--- src/logic/tunnel_codec_pkg.sv ---
// Functional notes
// - payload may carry radio data field
// - type A last byte unused bits zero
// - type A: whole bytes plus 1-8 bits
// - command bit 4: 0 type A, 1 bytes
// - front end sends 0000 none, 1000 type A
// - front end sends 1001 passive init forward
// - front end never sends reserved codes
// - decode admin with sender's code table
// - data field allowed with any admin code
// - type A bit count from byte length
package tunnel_codec_pkg;
	localparam logic [2:0] FRAME_MARKER = 3'h2;
	localparam int MARKER_MSB = 7;
	localparam int MARKER_LSB = 5;
	localparam int STRUCT_BIT = 4;
	localparam int ADMIN_MSB = 3;
	localparam int ADMIN_LSB = 0;
	localparam logic [3:0] ADMIN_NONE = 4'h0;
	localparam logic [3:0] ADMIN_TYPE_A_NOTICE = 4'h8;
	localparam logic [3:0] ADMIN_PASSIVE_INIT = 4'h9;
	localparam logic [3:0] ADMIN_REQ_INIT = 4'h1;
	localparam logic [3:0] ADMIN_REQ_HALT = 4'h2;
	localparam logic STRUCT_TYPE_A = 1'b0;
	localparam logic STRUCT_BYTES = 1'b1;
	localparam logic [7:0] RESET_BYTE = 8'h00;
	localparam logic [3:0] FULL_LAST_BITS = 4'h8;

	typedef enum logic [1:0] {
		CMD_NONE,
		CMD_TYPE_A_NOTICE,
		CMD_PASSIVE_INIT
	} tx_admin_t;

	typedef enum logic [2:0] {
		RX_NONE,
		RX_REQ_INIT,
		RX_REQ_HALT,
		RX_RESERVED
	} rx_admin_t;
endpackage

--- src/logic/tunnel_rx_if.sv ---
`timescale 1ns/1ps
`default_nettype none
interface type_a_pad_if;
	logic [7:0] rawByte;
	logic [3:0] validBits;
	logic [7:0] paddedByte;
	modport pad (input rawByte, validBits, output paddedByte);
	modport user (output rawByte, validBits, input paddedByte);
endinterface
`default_nettype wire

--- src/logic/type_a_pad.sv ---
`timescale 1ns/1ps
`default_nettype none
module type_a_pad
	import tunnel_codec_pkg::*;
(
	// last byte, count and masked byte
	type_a_pad_if.pad padPort
);
	// clear every bit at or above the valid count
	always_comb begin
		for (int i = 0; i < 8; i++) begin
			padPort.paddedByte[i] = (4'(i) < padPort.validBits) ? padPort.rawByte[i] : 1'b0;
		end
	end
endmodule
`default_nettype wire

--- src/logic/tunnel_frame_command_codec.sv ---
`timescale 1ns/1ps
`default_nettype none
module tunnel_frame_command_codec
	import tunnel_codec_pkg::*;
(
	// clock and reset
	input wire logic clk_sys,
	input wire logic rst_n,
	// outbound frame request
	input wire logic txStart,
	input wire tx_admin_t txAdmin,
	input wire logic txByteAligned,
	input wire logic txDataValid,
	input wire logic [7:0] txData,
	input wire logic txDataLast,
	input wire logic [3:0] txLastBits,
	output logic txReady,
	// outbound link bytes
	output logic linkTxValid,
	output logic [7:0] linkTxByte,
	output logic linkTxLast,
	// inbound link bytes from card
	input wire logic linkRxValid,
	input wire logic [7:0] linkRxByte,
	input wire logic linkRxLast,
	// inbound decode
	output logic rxCmdValid,
	output rx_admin_t rxAdmin,
	output logic rxByteAligned,
	output logic rxMarkerError,
	output logic rxDataValid,
	output logic [7:0] rxData,
	output logic rxFrameDone,
	output logic rxNoReply,
	output logic [5:0] rxByteCount,
	output logic [8:0] rxBitCount
);
	typedef enum logic [1:0] {TX_IDLE, TX_CMD, TX_DATA} tx_state_t;

	tx_state_t txState;
	logic txAlignedHeld;
	logic [3:0] txAdminHeld;
	logic txSendCmd;
	logic txSendData;
	logic rxExpectCmd;
	logic rxCmdByte;
	logic rxDataByte;
	logic [5:0] rxNextCount;
	logic [7:0] paddedByte;
	type_a_pad_if padBus ();

	//------------------------------------------------------------
	// code tables and counts
	//------------------------------------------------------------
	function automatic logic [3:0] admin_code(input tx_admin_t a);
		unique case (a)
			CMD_TYPE_A_NOTICE: admin_code = ADMIN_TYPE_A_NOTICE;
			CMD_PASSIVE_INIT: admin_code = ADMIN_PASSIVE_INIT;
			default: admin_code = ADMIN_NONE;
		endcase
	endfunction

	// card table only: same code means other things from us
	function automatic rx_admin_t card_admin(input logic [3:0] c);
		unique case (c)
			ADMIN_NONE: card_admin = RX_NONE;
			ADMIN_REQ_INIT: card_admin = RX_REQ_INIT;
			ADMIN_REQ_HALT: card_admin = RX_REQ_HALT;
			default: card_admin = RX_RESERVED;
		endcase
	endfunction

	// type A: n bytes -> 9*(n-1) bits, one byte -> 4 bits from card
	function automatic logic [8:0] type_a_bits(input logic [5:0] n);
		if (n == 6'h00) begin
			type_a_bits = 9'h000;
		end else if (n == 6'h01) begin
			type_a_bits = 9'h004;
		end else begin
			type_a_bits = 9'(({3'h0, n} - 9'h001) * 9'h009);
		end
	endfunction

	//------------------------------------------------------------
	// transmit
	//------------------------------------------------------------
	assign padBus.rawByte = txData;
	assign padBus.validBits = txLastBits;
	assign paddedByte = padBus.paddedByte;

	type_a_pad uPad (
		.padPort(padBus.pad)
	);

	assign txReady = (txState == TX_IDLE) || (txState == TX_DATA);

	always_ff @(posedge clk_sys or negedge rst_n) begin
		if (!rst_n) begin
			txState <= TX_IDLE;
			txAlignedHeld <= STRUCT_BYTES;
			txAdminHeld <= ADMIN_NONE;
		end else begin
			unique case (txState)
				TX_IDLE: if (txStart) begin
					txState <= TX_CMD;
					txAlignedHeld <= txByteAligned;
					txAdminHeld <= admin_code(txAdmin);
				end
				TX_CMD: txState <= TX_DATA;
				TX_DATA: if (txDataValid && txDataLast) begin
					txState <= TX_IDLE;
				end
			endcase
		end
	end

	assign txSendCmd = (txState == TX_CMD);
	assign txSendData = (txState == TX_DATA) && txDataValid;

	// command byte never ends a frame: a frame always has payload
	always_ff @(posedge clk_sys or negedge rst_n) begin
		if (!rst_n) begin
			linkTxValid <= 1'b0;
			linkTxLast <= 1'b0;
		end else begin
			linkTxValid <= txSendCmd || txSendData;
			linkTxLast <= txSendData && txDataLast;
		end
	end

	always_ff @(posedge clk_sys or negedge rst_n) begin
		if (!rst_n) begin
			linkTxByte <= RESET_BYTE;
		end else if (txSendCmd) begin
			linkTxByte <= {FRAME_MARKER, txAlignedHeld, txAdminHeld};
		end else if (txSendData && txDataLast && txAlignedHeld == STRUCT_TYPE_A) begin
			linkTxByte <= paddedByte;
		end else if (txSendData) begin
			linkTxByte <= txData;
		end
	end

	//------------------------------------------------------------
	// receive command
	//------------------------------------------------------------
	assign rxCmdByte = linkRxValid && rxExpectCmd;
	assign rxDataByte = linkRxValid && !rxExpectCmd;
	assign rxNextCount = rxByteCount + 6'h01;

	// first byte after reset or after a last byte is the command
	always_ff @(posedge clk_sys or negedge rst_n) begin
		if (!rst_n) begin
			rxExpectCmd <= 1'b1;
		end else if (linkRxValid) begin
			rxExpectCmd <= linkRxLast;
		end
	end

	always_ff @(posedge clk_sys or negedge rst_n) begin
		if (!rst_n) begin
			rxCmdValid <= 1'b0;
			rxAdmin <= RX_NONE;
			rxByteAligned <= STRUCT_BYTES;
			rxMarkerError <= 1'b0;
		end else begin
			rxCmdValid <= rxCmdByte;
			if (rxCmdByte) begin
				rxAdmin <= card_admin(linkRxByte[ADMIN_MSB:ADMIN_LSB]);
				rxByteAligned <= linkRxByte[STRUCT_BIT];
				rxMarkerError <= linkRxByte[MARKER_MSB:MARKER_LSB] != FRAME_MARKER;
			end
		end
	end

	//------------------------------------------------------------
	// receive payload and counts
	//------------------------------------------------------------
	always_ff @(posedge clk_sys or negedge rst_n) begin
		if (!rst_n) begin
			rxDataValid <= 1'b0;
			rxData <= RESET_BYTE;
		end else begin
			rxDataValid <= rxDataByte;
			if (rxDataByte) begin
				rxData <= linkRxByte;
			end
		end
	end

	always_ff @(posedge clk_sys or negedge rst_n) begin
		if (!rst_n) begin
			rxByteCount <= 6'h00;
			rxBitCount <= 9'h000;
		end else if (rxCmdByte) begin
			rxByteCount <= 6'h00;
			rxBitCount <= 9'h000;
		end else if (rxDataByte) begin
			rxByteCount <= rxNextCount;
			if (rxByteAligned) begin
				rxBitCount <= {rxNextCount, 3'h0};
			end else begin
				rxBitCount <= type_a_bits(rxNextCount);
			end
		end
	end

	//------------------------------------------------------------
	// receive frame end
	//------------------------------------------------------------
	always_ff @(posedge clk_sys or negedge rst_n) begin
		if (!rst_n) begin
			rxFrameDone <= 1'b0;
			rxNoReply <= 1'b0;
		end else begin
			rxFrameDone <= linkRxValid && linkRxLast;
			if (linkRxValid && linkRxLast) begin
				rxNoReply <= rxExpectCmd;
			end
		end
	end
endmodule
`default_nettype wire

--- config.mk ---
export PLATFORM = sky130hd
export DESIGN_NAME = tunnel_frame_command_codec
export DESIGN_NICKNAME = d
export VERILOG_FILES = /design/src/logic/tunnel_codec_pkg.sv /design/src/logic/tunnel_rx_if.sv /design/src/logic/type_a_pad.sv /design/src/logic/tunnel_frame_command_codec.sv
export SDC_FILE = /design/constraint.sdc
export NUM_CORES = 1
export LEC_CHECK = 0
export ABC_AREA = 1
export BUFFER_PORTS_ARGS = -buffer_cell sky130_fd_sc_hd__buf_4
export CAP_MARGIN = 10
export CORE_UTILIZATION = 56
export CTS_CLUSTER_DIAMETER = 30
export DETAILED_ROUTE_END_ITERATION = 10
export GPL_TIMING_DRIVEN = 0
export PLACE_DENSITY = 0.88
export SLEW_MARGIN = 20
export SYNTH_ARGS = -nofsm -noshare
export SYNTH_HDL_FRONTEND = slang
export SYNTH_SLANG_ARGS = --single-unit
--- constraint.sdc ---
create_clock -name clk_sys -period 4.96 [get_ports clk_sys]
set_input_delay 0 -clock clk_sys [delete_from_list [all_inputs] [get_ports clk_sys]]
set_output_delay 0 -clock clk_sys [all_outputs]
set_load 0.02 [all_outputs]
==> run_results.csv, run 1 <==
group,metric,value,unit
cts,cts_tree,"built",
placement,port_buffers,70,
cts,numCtsBuffers,5,
detailed_routing,route.detailed.drc,0,
detailed_routing,wl,6080,µm
finish,post-route-cell-area,0.00347,mm²
global_routing,antenna_found_initial,0,
status,status,"complete, no violations",
setup_path,cp_slowest_cell,"dfrtp_1",
synthesis,synth_xor_area_share,1.03,%
setup_path,crit_buf_inv,4,
global_routing,grt_use_total,26.7,%
sta,maxSlewViolCount,0,
cts,clk_latency,0.31,ns
finish,fillers,292,
floorplan,coreArea,0.00438,mm²
placement,dp_hpwl,4270,µm
detailed_routing,wl_per_cell,13.5,µm
floorplan,die_y,69.6,µm
synthesis,synth_compound_area_share,12.9,%
sta,tns,0,ns
pwr,p_leak,1.86,nW
finish,nNetsFinal,443,
setup_path,max_stage_delay,0.56,ns
setup_path,worstPathArrival,3.64,ns
synthesis,synth_top_family_by_area,"simple AND/OR/NAND/NOR gates",
synthesis,synthMuxAreaShare,0.440,%
setup_path,cpMostUsedCell,"nand2_1",
global_routing,grt_pass1_vias,2233,
sta,final.period_utilization,69.3,%
cts,clk_path_buf_depth,2,
sta,worst_pin_slew,0.578,ns
finish,final_cell_mix,"nand2_1 (78), buf_4 (71), dfrtp_1 (44)",
setup_path,crit_path_end_kind,"flip-flop",
setup_path,path_cells,"inv_1 -> ha_1 -> inv_1 -> nand2_1 -> nor2_2 -> nand2_1 -> nor2_2 -> nand2_2 -> nand2_1 -> ha_1 -> fa_1 -> a21oi_1 -> nor2_1 -> nor2_1 -> inv_1 -> nand3_1 -> nand2_1 -> inv_1 -> nand2_1 -> nand3_1 -> nand2_1 -> nand2_1 -> nand2_1",
synthesis,synth_nets,345,
synthesis,yosysSeqAreaShare,46.1,%
global_routing,grt-ovfl-total,0,
floorplan,die_area,0.00485,mm²
synthesis,avgSynthCellArea,8.59,µm²
placement,place_area,0.00315,mm²
detailed_routing,firstDrtPassIters,7,
setup_path,required,5.17,ns
synthesis,ys_ff_latch,47,
detailed_routing,drt_iter0_drc,116,
global_routing,grt_pass1_wl,10200,µm
sta,hold_viol_final,0,
synthesis,synthArstFlopShare,100,%
pwr,peakVddDrop,0.000327,V
sta,finalClockSkew,0.0135,ns
cts,ctsRootBufferMaster,"clkbuf_8",
sta,max_slew_margin,61.5,%
cts,clk_pin_slew,0.09,ns
detailed_routing,num_vias,2356,
floorplan,pin_count,73,
detailed_routing,postRouteAntennaNets,0,
setup_path,crit_family,"simple AND/OR/NAND/NOR gates",
sta,period_needed,3.44,ns
synthesis,synth_area,0.00256,mm²
finish,num_antenna_cells,0,
setup_path,critPathMaxFanout,9,
finish,drive_gt1_share,28.2,%
cts,clkSinkCount,47,
floorplan,start_util,58.4,%
sta,fmax,0.291,GHz
worst_hold_path,min_path_type,"primary input to flip-flop",
synthesis,synth_ff_type,"dfrtp_1",
synthesis,syn_inst,298,
setup_path,worstSetupPathType,"flip-flop to flip-flop",
cts,htree_levels,2,
sta,setup_violations,0,
pwr,powerDensity,404,mW/mm²
job,drv_cap,0,
synthesis,synth_simple_gate_area_share,23.3,%
synthesis,synth_cell_types,34,
finish,areaGrowthSynthToFinish,35.7,%
setup_path,start_kind,"flip-flop",
sta,rsz0062_at_grt,"no",
detailed_routing,viasPerCell,5.25,
floorplan,fp.dieW,69.6,µm
finish,final_common_cell,"nand2_1",
synthesis,synth_edf_count,0,
global_routing,grt_max_degree,48,
pwr,finalPower,1.40,mW
floorplan,rows,24,
placement,place.gp.congestion,0.877,
synthesis,yosys_warnings,0,
synthesis,synthAdderAreaFrac,8.60,%
cell type report:
cell class | count | area (µm²) | area share [%]
repair buffers | 91 | 736 | 21.2
multi-input cells | 203 | 1190 | 34.2
clock buffers | 5 | 68.8 | 1.98
plain buffers | 6 | 35.0 | 1.01
inverters | 42 | 158 | 4.54
well taps | 52 | 65.1 | 1.87
clock inverters | 3 | 43.8 | 1.26
flip-flops and latches | 47 | 1180 | 34.0
worst min-delay path, stage by stage:
cell,delay (ns)
buf_4,0.09
a21oi_1,0.05
o21ai_0,0.14
synthesized netlist by cell type (2+ instances only):
library cell / n / area [µm²]
ha_1: 16 / 200
dfstp_2: 3 / 78.8
nand3_2: 3 / 30.0
a32o_1: 4 / 40.0
clkbuf_1: 3 / 11.3
nand3_1: 10 / 50.1
nand2_4: 4 / 45.0
nor2_1: 13 / 48.8
nand2_2: 5 / 31.3
xor2_1: 2 / 17.5
inv_2: 5 / 18.8
nor2_4: 3 / 33.8
o22ai_1: 3 / 18.8
nand2_1: 78 / 293
inv_1: 37 / 139
o21ai_0: 28 / 140
nor2_2: 5 / 31.3
o211ai_1: 6 / 45.0
o21ai_1: 2 / 10.0
dfrtp_1: 44 / 1100
a21oi_1: 10 / 50.1
nor3_1: 2 / 10.0
per-stage QoR:
step,cells,utilization (%),setup WS [ns],hold slack (ns)
finish,449,79.2,1.52,0.0192
global placement,420,71.9,1.70,0.0396
floorplan,298,-,1.83,-0.296
detailed placement,420,71.9,1.63,0.0407
CTS,449,79.2,1.53,0.00541
global route,449,79.2,1.22,0.0374
worst paths after layout:
check	start	end	slack, ns	depth (start not counted)
worst max-delay path	rxByteCount[0]	rxBitCount[8]	1.52	23
worst min-delay path	txLastBits[2]	linkTxByte[5]	0.02	3
worst max register to register	rxByteCount[0]	rxBitCount[8]	1.52	23
worst min register to register	rxBitCount[7]	rxBitCount[7]	0.49	2
max in group asynchronous	rst_n	txAlignedHeld	4.32	2
min in group asynchronous	rst_n	rxByteCount[5]	0.24	2
registers in the layout, indices dropped and copies added, names as in the netlist:
signal and cells:
linkTxByte 8, linkTxLast 1, linkTxValid 1, rxAdmin 2
rxBitCount 9, rxByteAligned 1, rxByteCount 6, rxCmdValid 1
rxData 8, rxDataValid 1, rxExpectCmd 1, rxFrameDone 1
rxMarkerError 1, rxNoReply 1, txAdminHeld 2, txAlignedHeld 1
txState 2
routing by layer:
layer / wire length (µm) / GRT usage [%] / up-vias
li1: - / - / 1156
met5: 0 / 0 / -
met3: 253 / 4.51 / 13
met4: 102 / 8.67 / 0
met1: 2580 / 34.0 / 1117
met2: 3150 / 46.4 / 70
cells by family (layout without fill, tap and decap cells):
logic type | count (synthesis) | count (layout)
compound gates | 56 | 56
xor+xnor | 3 | 3
fa+ha+maj | 17 | 17
buf+inv | 48 | 147
flops | 47 | 47
mux | 1 | 1
other cells | 1 | 1
simple gates | 125 | 125
power by group:
| part | internal [mW] | switching [mW] |
|---|---|---|
| combinational | 0.237 | 0.341 |
| clock | 0.150 | 0.134 |
| sequential | 0.480 | 0.0620 |
| total | 0.868 | 0.537 |
what timing repair did:
item | CTS | global route
resized for setup | 0 | 0
buffers inserted | 0 | 0
hold endpoints to repair | 67 | 0
hold buffers | 21 | 0
(Power assumes the default switching activity.)
==> run 2: changes to the inputs <==
- CORE_UTILIZATION: 56 -> 52
- PLACE_DENSITY: 0.88 -> 0.83
- clock period: 4.96 -> 3.42 ns (I/O delays scaled with it)
==> run_results.csv, run 2 (synthesis gave the netlist of run 1 again) <==
group,metric,value,unit
finish,multi_input_area,0.00121,mm²
detailed_routing,route.detailed.drc,0,
worst_hold_path,min_to,"txAdminHeld[3]",
global_routing,grt_pass1_vias,2182,
floorplan,pin_count,73,
setup_path,worstPathArrival,3.41,ns
sta,max_slew_margin,60.6,%
placement,port_buffers,70,
setup_path,critPathMaxFanout,7,
floorplan,fp.dieW,72.2,µm
job,drv_cap,0,
sta,final.period_utilization,94.4,%
sta,period_needed,3.23,ns
global_routing,antenna_found_initial,0,
cts,cts_tree,"built",
finish,top_regs,"rxBitCount x9, linkTxByte x8, rxData x8",
setup_path,critPathLaunch,"rxByteCount[0]",
sta,timing.hold.ws,0.00645,ns
worst_hold_path,hold_path_depth,3,
global_routing,grt_max_degree,48,
global_routing,grt_use_total,23.8,%
setup_path,worstSetupPathType,"flip-flop to flip-flop",
setup_path,r2r-start,"rxByteCount[0]",
sta,finalClockSkew,0.0141,ns
setup_path,start_kind,"flip-flop",
finish,areaGrowthSynthToFinish,36.6,%
sta,fmax,0.310,GHz
placement,dp_hpwl,4250,µm
floorplan,rows,25,
cts,ctsRootBufferMaster,"clkbuf_8",
finish,fillers,353,
detailed_routing,postRouteAntennaNets,0,
finish,final_cell_mix,"nand2_1 (78), buf_4 (73), dfrtp_1 (42)",
setup_path,rr_endpoint,"rxBitCount[8]",
floorplan,die_y,72.2,µm
setup_path,r2r_cells,21,
sta,setup_violations,0,
detailed_routing,wl_per_cell,13.2,µm
finish,ff_latch_area,0.00118,mm²
setup_path,crit_path_end_kind,"flip-flop",
global_routing,grt-ovfl-total,0,
global_routing,grt_pass1_wl,9550,µm
setup_path,reg2reg_slack,0.19,ns
cts,clk_latency,0.30,ns
cts,clkSinkCount,47,
detailed_routing,num_vias,2310,
cts,htree_levels,2,
pwr,p_leak,1.85,nW
floorplan,start_util,54.2,%
pwr,peakVddDrop,0.000415,V
cts,clk_path_buf_depth,2,
finish,drive_gt1_share,30.6,%
detailed_routing,wl,6080,µm
cts,clk_pin_slew,0.09,ns
finish,num_antenna_cells,0,
detailed_routing,drt_iter0_drc,155,
finish,final_common_cell,"nand2_1",
finish,largest_reg_flops,9,
detailed_routing,firstDrtPassIters,5,
pwr,finalPower,2.06,mW
status,status,"complete, no violations",
pwr,powerDensity,590,mW/mm²
cts,numCtsBuffers,5,
finish,final_util,74.0,%
worst_hold_path,min_from,"txAdmin[1]",
setup_path,required,3.60,ns
sta,worst_pin_slew,0.591,ns
sta,hold_viol_final,0,
placement,place_ws,0.0667,ns
sta,maxSlewViolCount,0,
placement,place.gp.congestion,0.913,
floorplan,coreArea,0.00472,mm²
sta,layout_setup_ws,0.192,ns
floorplan,die_area,0.00521,mm²
worst_hold_path,min_path_type,"primary input to flip-flop",
finish,nNetsFinal,441,
finish,regMostFlops,"rxBitCount",
sta,tns,0,ns
detailed_routing,viasPerCell,5.00,
-- run 2: how the worst max path moves through the flow --
stage                    endpoint  slack, ns  cells after the start
floorplan           rxBitCount[8]       0.29                     23
global placement    rxBitCount[8]       0.09                     23
detailed placement  rxBitCount[8]       0.07                     20
CTS                 rxBitCount[8]       0.03                     23
global route        rxBitCount[8]      -0.01                     23
finish              rxBitCount[8]       0.19                     21
-- run 2: where the power goes --
group          total, mW  internal, mW  switching [mW]
Combinational      0.854         0.350           0.503
Clock              0.424         0.237           0.187
Sequential         0.785         0.697          0.0875
Total               2.06          1.28           0.777
-- run 2: stage by stage --
stage | cells | instance area [µm²]
finish | 462 | 3500
global route | 462 | 3500
CTS | 460 | 3460
detailed placement | 435 | 3170
global placement | 435 | 3170
floorplan | 298 | 2560
-- run 2: routing by layer --
metal	track usage, %	vias to the layer above	part of all wire [%]
li1	-	1142	-
met1	30.7	1089	42
met2	40.0	70	52
met3	4.31	9	4.1
met4	8.93	0	1.3
met5	0	-	0
-- run 2: what timing repair did --
item,in CTS,in global routing
hold buffers,17,0
resized for setup,0,7
endpoints found under the hold margin,64,0
buffers inserted,0,2
endpoints found under the setup margin,0,1
-- run 2: worst max-delay path, stage by stage (launching register included) --
cell and delay [ns]:
dfrtp_2 0.47, buf_4 0.17, nand3_1 0.08, nand2_1 0.10
nand2_4 0.11, nand3_2 0.14, xor2_1 0.26, ha_1 0.28
ha_1 0.23, fa_2 0.38, a21oi_2 0.15, nor2_1 0.05
nor2_1 0.14, inv_1 0.06, nand3_1 0.07, nand2_1 0.06
inv_1 0.05, nand2_1 0.04, nand3_1 0.08, nand2_1 0.06
nand2_1 0.08, nand2_1 0.05
-- run 2: final cells by class --
class                           instances  area share, %
Inverter                               42           4.51
Multi-Input combinational cell        203           34.6
Clock inverter                          2           1.00
Clock buffer                            6           2.36
Sequential cell                        47           33.8
Buffer                                  6           1.00
Tap cell                               67           2.40
Timing Repair Buffer                   89           20.3
==> run 3: changes to the inputs <==
- ABC_AREA: 1 -> 0
==> run_results.csv, run 3 <==
group,metric,value,unit
sta,hold_viol_final,0,
cts,cts_tree,"built",
synthesis,synth_edf_count,0,
global_routing,antenna_found_initial,0,
global_routing,grt_use_total,24.4,%
sta,finalClockSkew,0.00380,ns
sta,layout_setup_ws,0.0828,ns
finish,final_common_cell,"buf_4",
synthesis,synth_area,0.00255,mm²
global_routing,grt_pass1_wl,9790,µm
pwr,finalPower,2.47,mW
setup_path,worstSetupPathType,"flip-flop to flip-flop",
synthesis,synth_top_area_share,43.2,%
pwr,p_leak,1.80,nW
detailed_routing,firstDrtPassIters,4,
finish,areaGrowthSynthToFinish,41.4,%
detailed_routing,postRouteAntennaNets,0,
floorplan,rows,25,
placement,port_buffers,71,
setup_path,critPathMaxFanout,5,
floorplan,die_area,0.00518,mm²
sta,worst_pin_slew,0.679,ns
setup_path,crit_family,"compound AO/OA/AOI/OAI gates",
sta,setup_violations,0,
detailed_routing,num_vias,2211,
placement,place.gp.congestion,0.847,
setup_path,path_cells,"buf_4 -> buf_4 -> and2_4 -> or4_4 -> a21oi_4 -> ha_1 -> ha_1 -> a21o_1 -> a21oi_2 -> xnor2_2 -> xnor2_1 -> xnor2_1 -> a221o_1",
setup_path,cp_slowest_cell,"dfrtp_2",
synthesis,synthArstFlopShare,100,%
finish,num_antenna_cells,0,
synthesis,synth_nets,296,
sta,fmax,0.300,GHz
finish,final_cell_mix,"buf_4 (83), nand2_1 (48), dfrtp_1 (42)",
detailed_routing,wl,6180,µm
finish,regMostFlops,"rxBitCount",
placement,place_ws,-0.206,ns
floorplan,die_y,72.0,µm
sta,tns,0,ns
cts,clk_pin_slew,0.08,ns
floorplan,pin_count,73,
worst_hold_path,min_path_type,"primary input to flip-flop",
detailed_routing,dr_wl_met3,365,µm
setup_path,required,3.60,ns
global_routing,grt_pass1_vias,2098,
sta,max_slew_margin,54.7,%
global_routing,grt_max_degree,48,
setup_path,start_kind,"flip-flop",
synthesis,synth_top_cells_by_count,"nand2_1 (49), dfrtp_1 (44), ha_1 (16)",
setup_path,crit_path_end_kind,"flip-flop",
cts,ctsRootBufferMaster,"clkbuf_8",
synthesis,avgSynthCellArea,10.2,µm²
pwr,powerDensity,686,mW/mm²
detailed_routing,drt_iter0_drc,105,
detailed_routing,route.top_layer_used,"met4",
floorplan,coreArea,0.00472,mm²
placement,dp_hpwl,3970,µm
placement,place_area,0.00319,mm²
finish,largest_reg_flops,9,
synthesis,synth_area_leaders,"dfrtp_1 (43%), ha_1 (7.9%), nand2_1 (7.2%)",
sta,period_needed,3.34,ns
finish,post-route-cell-area,0.00360,mm²
setup_path,crit_buf_inv,2,
synthesis,synth_ff_type,"dfrtp_1",
floorplan,start_util,53.9,%
synthesis,syn_inst,249,
finish,drive_gt1_share,37.5,%
synthesis,yosys_warnings,0,
job,drv_cap,0,
pwr,peakVddDrop,0.000342,V
detailed_routing,wl_per_cell,14.6,µm
cts,clk_path_buf_depth,2,
cts,clk_latency,0.30,ns
sta,maxSlewViolCount,0,
status,status,"complete, no violations",
synthesis,synth_top_area_cell,"dfrtp_1",
synthesis,yosysMostFrequentCell,"nand2_1",
floorplan,fp.dieW,72.0,µm
finish,nNetsFinal,403,
global_routing,grt-ovfl-total,0,
setup_path,worstPathArrival,3.52,ns
detailed_routing,wl_met2,3140,µm
sta,rsz0062_at_grt,"yes",
synthesis,yosysSeqAreaShare,46.3,%
synthesis,ys_ff_latch,47,
cts,htree_levels,2,
detailed_routing,m1WireLength,2610,µm
cts,numCtsBuffers,5,
cts,clkSinkCount,47,
sta,timing.hold.ws,0.0136,ns
detailed_routing,route.detailed.drc,0,
sta,final.period_utilization,97.6,%
finish,top_regs,"rxBitCount x9, linkTxByte x8, rxData x8",
setup_path,max_stage_delay,0.47,ns
synthesis,synth_cell_types,51,
detailed_routing,viasPerCell,5.21,
[run 3: changes by cell type in the layout (fill, tap and decap cells not counted), sizes merged, moves of 5 or more]
cell    delta
a221o      +6
xnor2      +7
nor2       -8
o21ai     -18
inv       -30
nand3     -14
buf       +12
nand2     -38
o211ai     -6
a21oi      +5
[run 3: path summary, 6_finish.rpt]
kind / startpoint / endpoint / slack (ns) / cells past startpoint
worst max-delay path: rxByteCount[0] / rxBitCount[8] / 0.08 / 13
worst min-delay path: txLastBits[0] / linkTxByte[0] / 0.01 / 3
worst max register to register: rxByteCount[0] / rxBitCount[8] / 0.08 / 13
worst min register to register: rxData[3] / rxData[3] / 0.49 / 2
max in group asynchronous: rst_n / rxByteCount[1] / 2.76 / 2
min in group asynchronous: rst_n / rxByteCount[2] / 0.24 / 2
[run 3: kinds of logic after synthesis]
| logic type | count (synthesis) | share of synthesized area (%) |
|---|---|---|
| AOI/OAI and AO/OA | 55 | 15.9 |
| buffers and inverters | 24 | 4.96 |
| DFF | 47 | 46.3 |
| and+or+nand+nor | 87 | 16.5 |
| muxes | 6 | 2.60 |
| other | 1 | 0.147 |
| xor gates and xnor gates | 12 | 5.01 |
| adders and majority gates | 17 | 8.64 |
[run 3: stage by stage]
stage               utilization [%]  std cells
CTS                            74.0        417
floorplan                         -        249
global route                   76.3        424
finish                         76.3        424
global placement               67.6        387
detailed placement             67.6        387
[run 3: where the power goes]
| part | internal, mW | total, mW | switching, mW |
|---|---|---|---|
| Combinational | 0.609 | 1.31 | 0.705 |
| Clock | 0.143 | 0.327 | 0.184 |
| Sequential | 0.719 | 0.829 | 0.110 |
| Total | 1.47 | 2.47 | 0.998 |
[run 3: repair_timing]
action / CTS / global route
cloned: 0 / 0
endpoints found under the setup margin: 1 / 1
buffers inserted: 3 / 7
pin swaps: 1 / 14
gates resized for setup: 2 / 11
hold buffers: 19 / 0
endpoints found under the hold margin: 65 / 0
[run 3: layout make-up]
class / instances / area (µm²)
plain buffers: 11 / 77.6
multi-input cells: 178 / 1320
inverters: 13 / 52.6
well taps: 67 / 83.8
clock buffers: 6 / 72.6
fillers: 314 / 1120
repair buffers: 100 / 798
clock inverters: 2 / 12.5
flip-flops and latches: 47 / 1180
[run 3: worst register-to-register path: stages (launching register included)]
cell and delay (ns):
dfrtp_2 0.47, buf_4 0.15, buf_4 0.15, and2_4 0.18, or4_4 0.43, a21oi_4 0.19
ha_1 0.27, ha_1 0.35, a21o_1 0.21, a21oi_2 0.17, xnor2_2 0.14, xnor2_1 0.15
xnor2_1 0.09, a221o_1 0.28
[run 3: metal layers]
layer / vias up / GRT usage [%]
met4: 0 / 5.23
met3: 6 / 5.00
li1: 1069 / -
met2: 85 / 43.7
met5: - / 0
met1: 1051 / 30.7
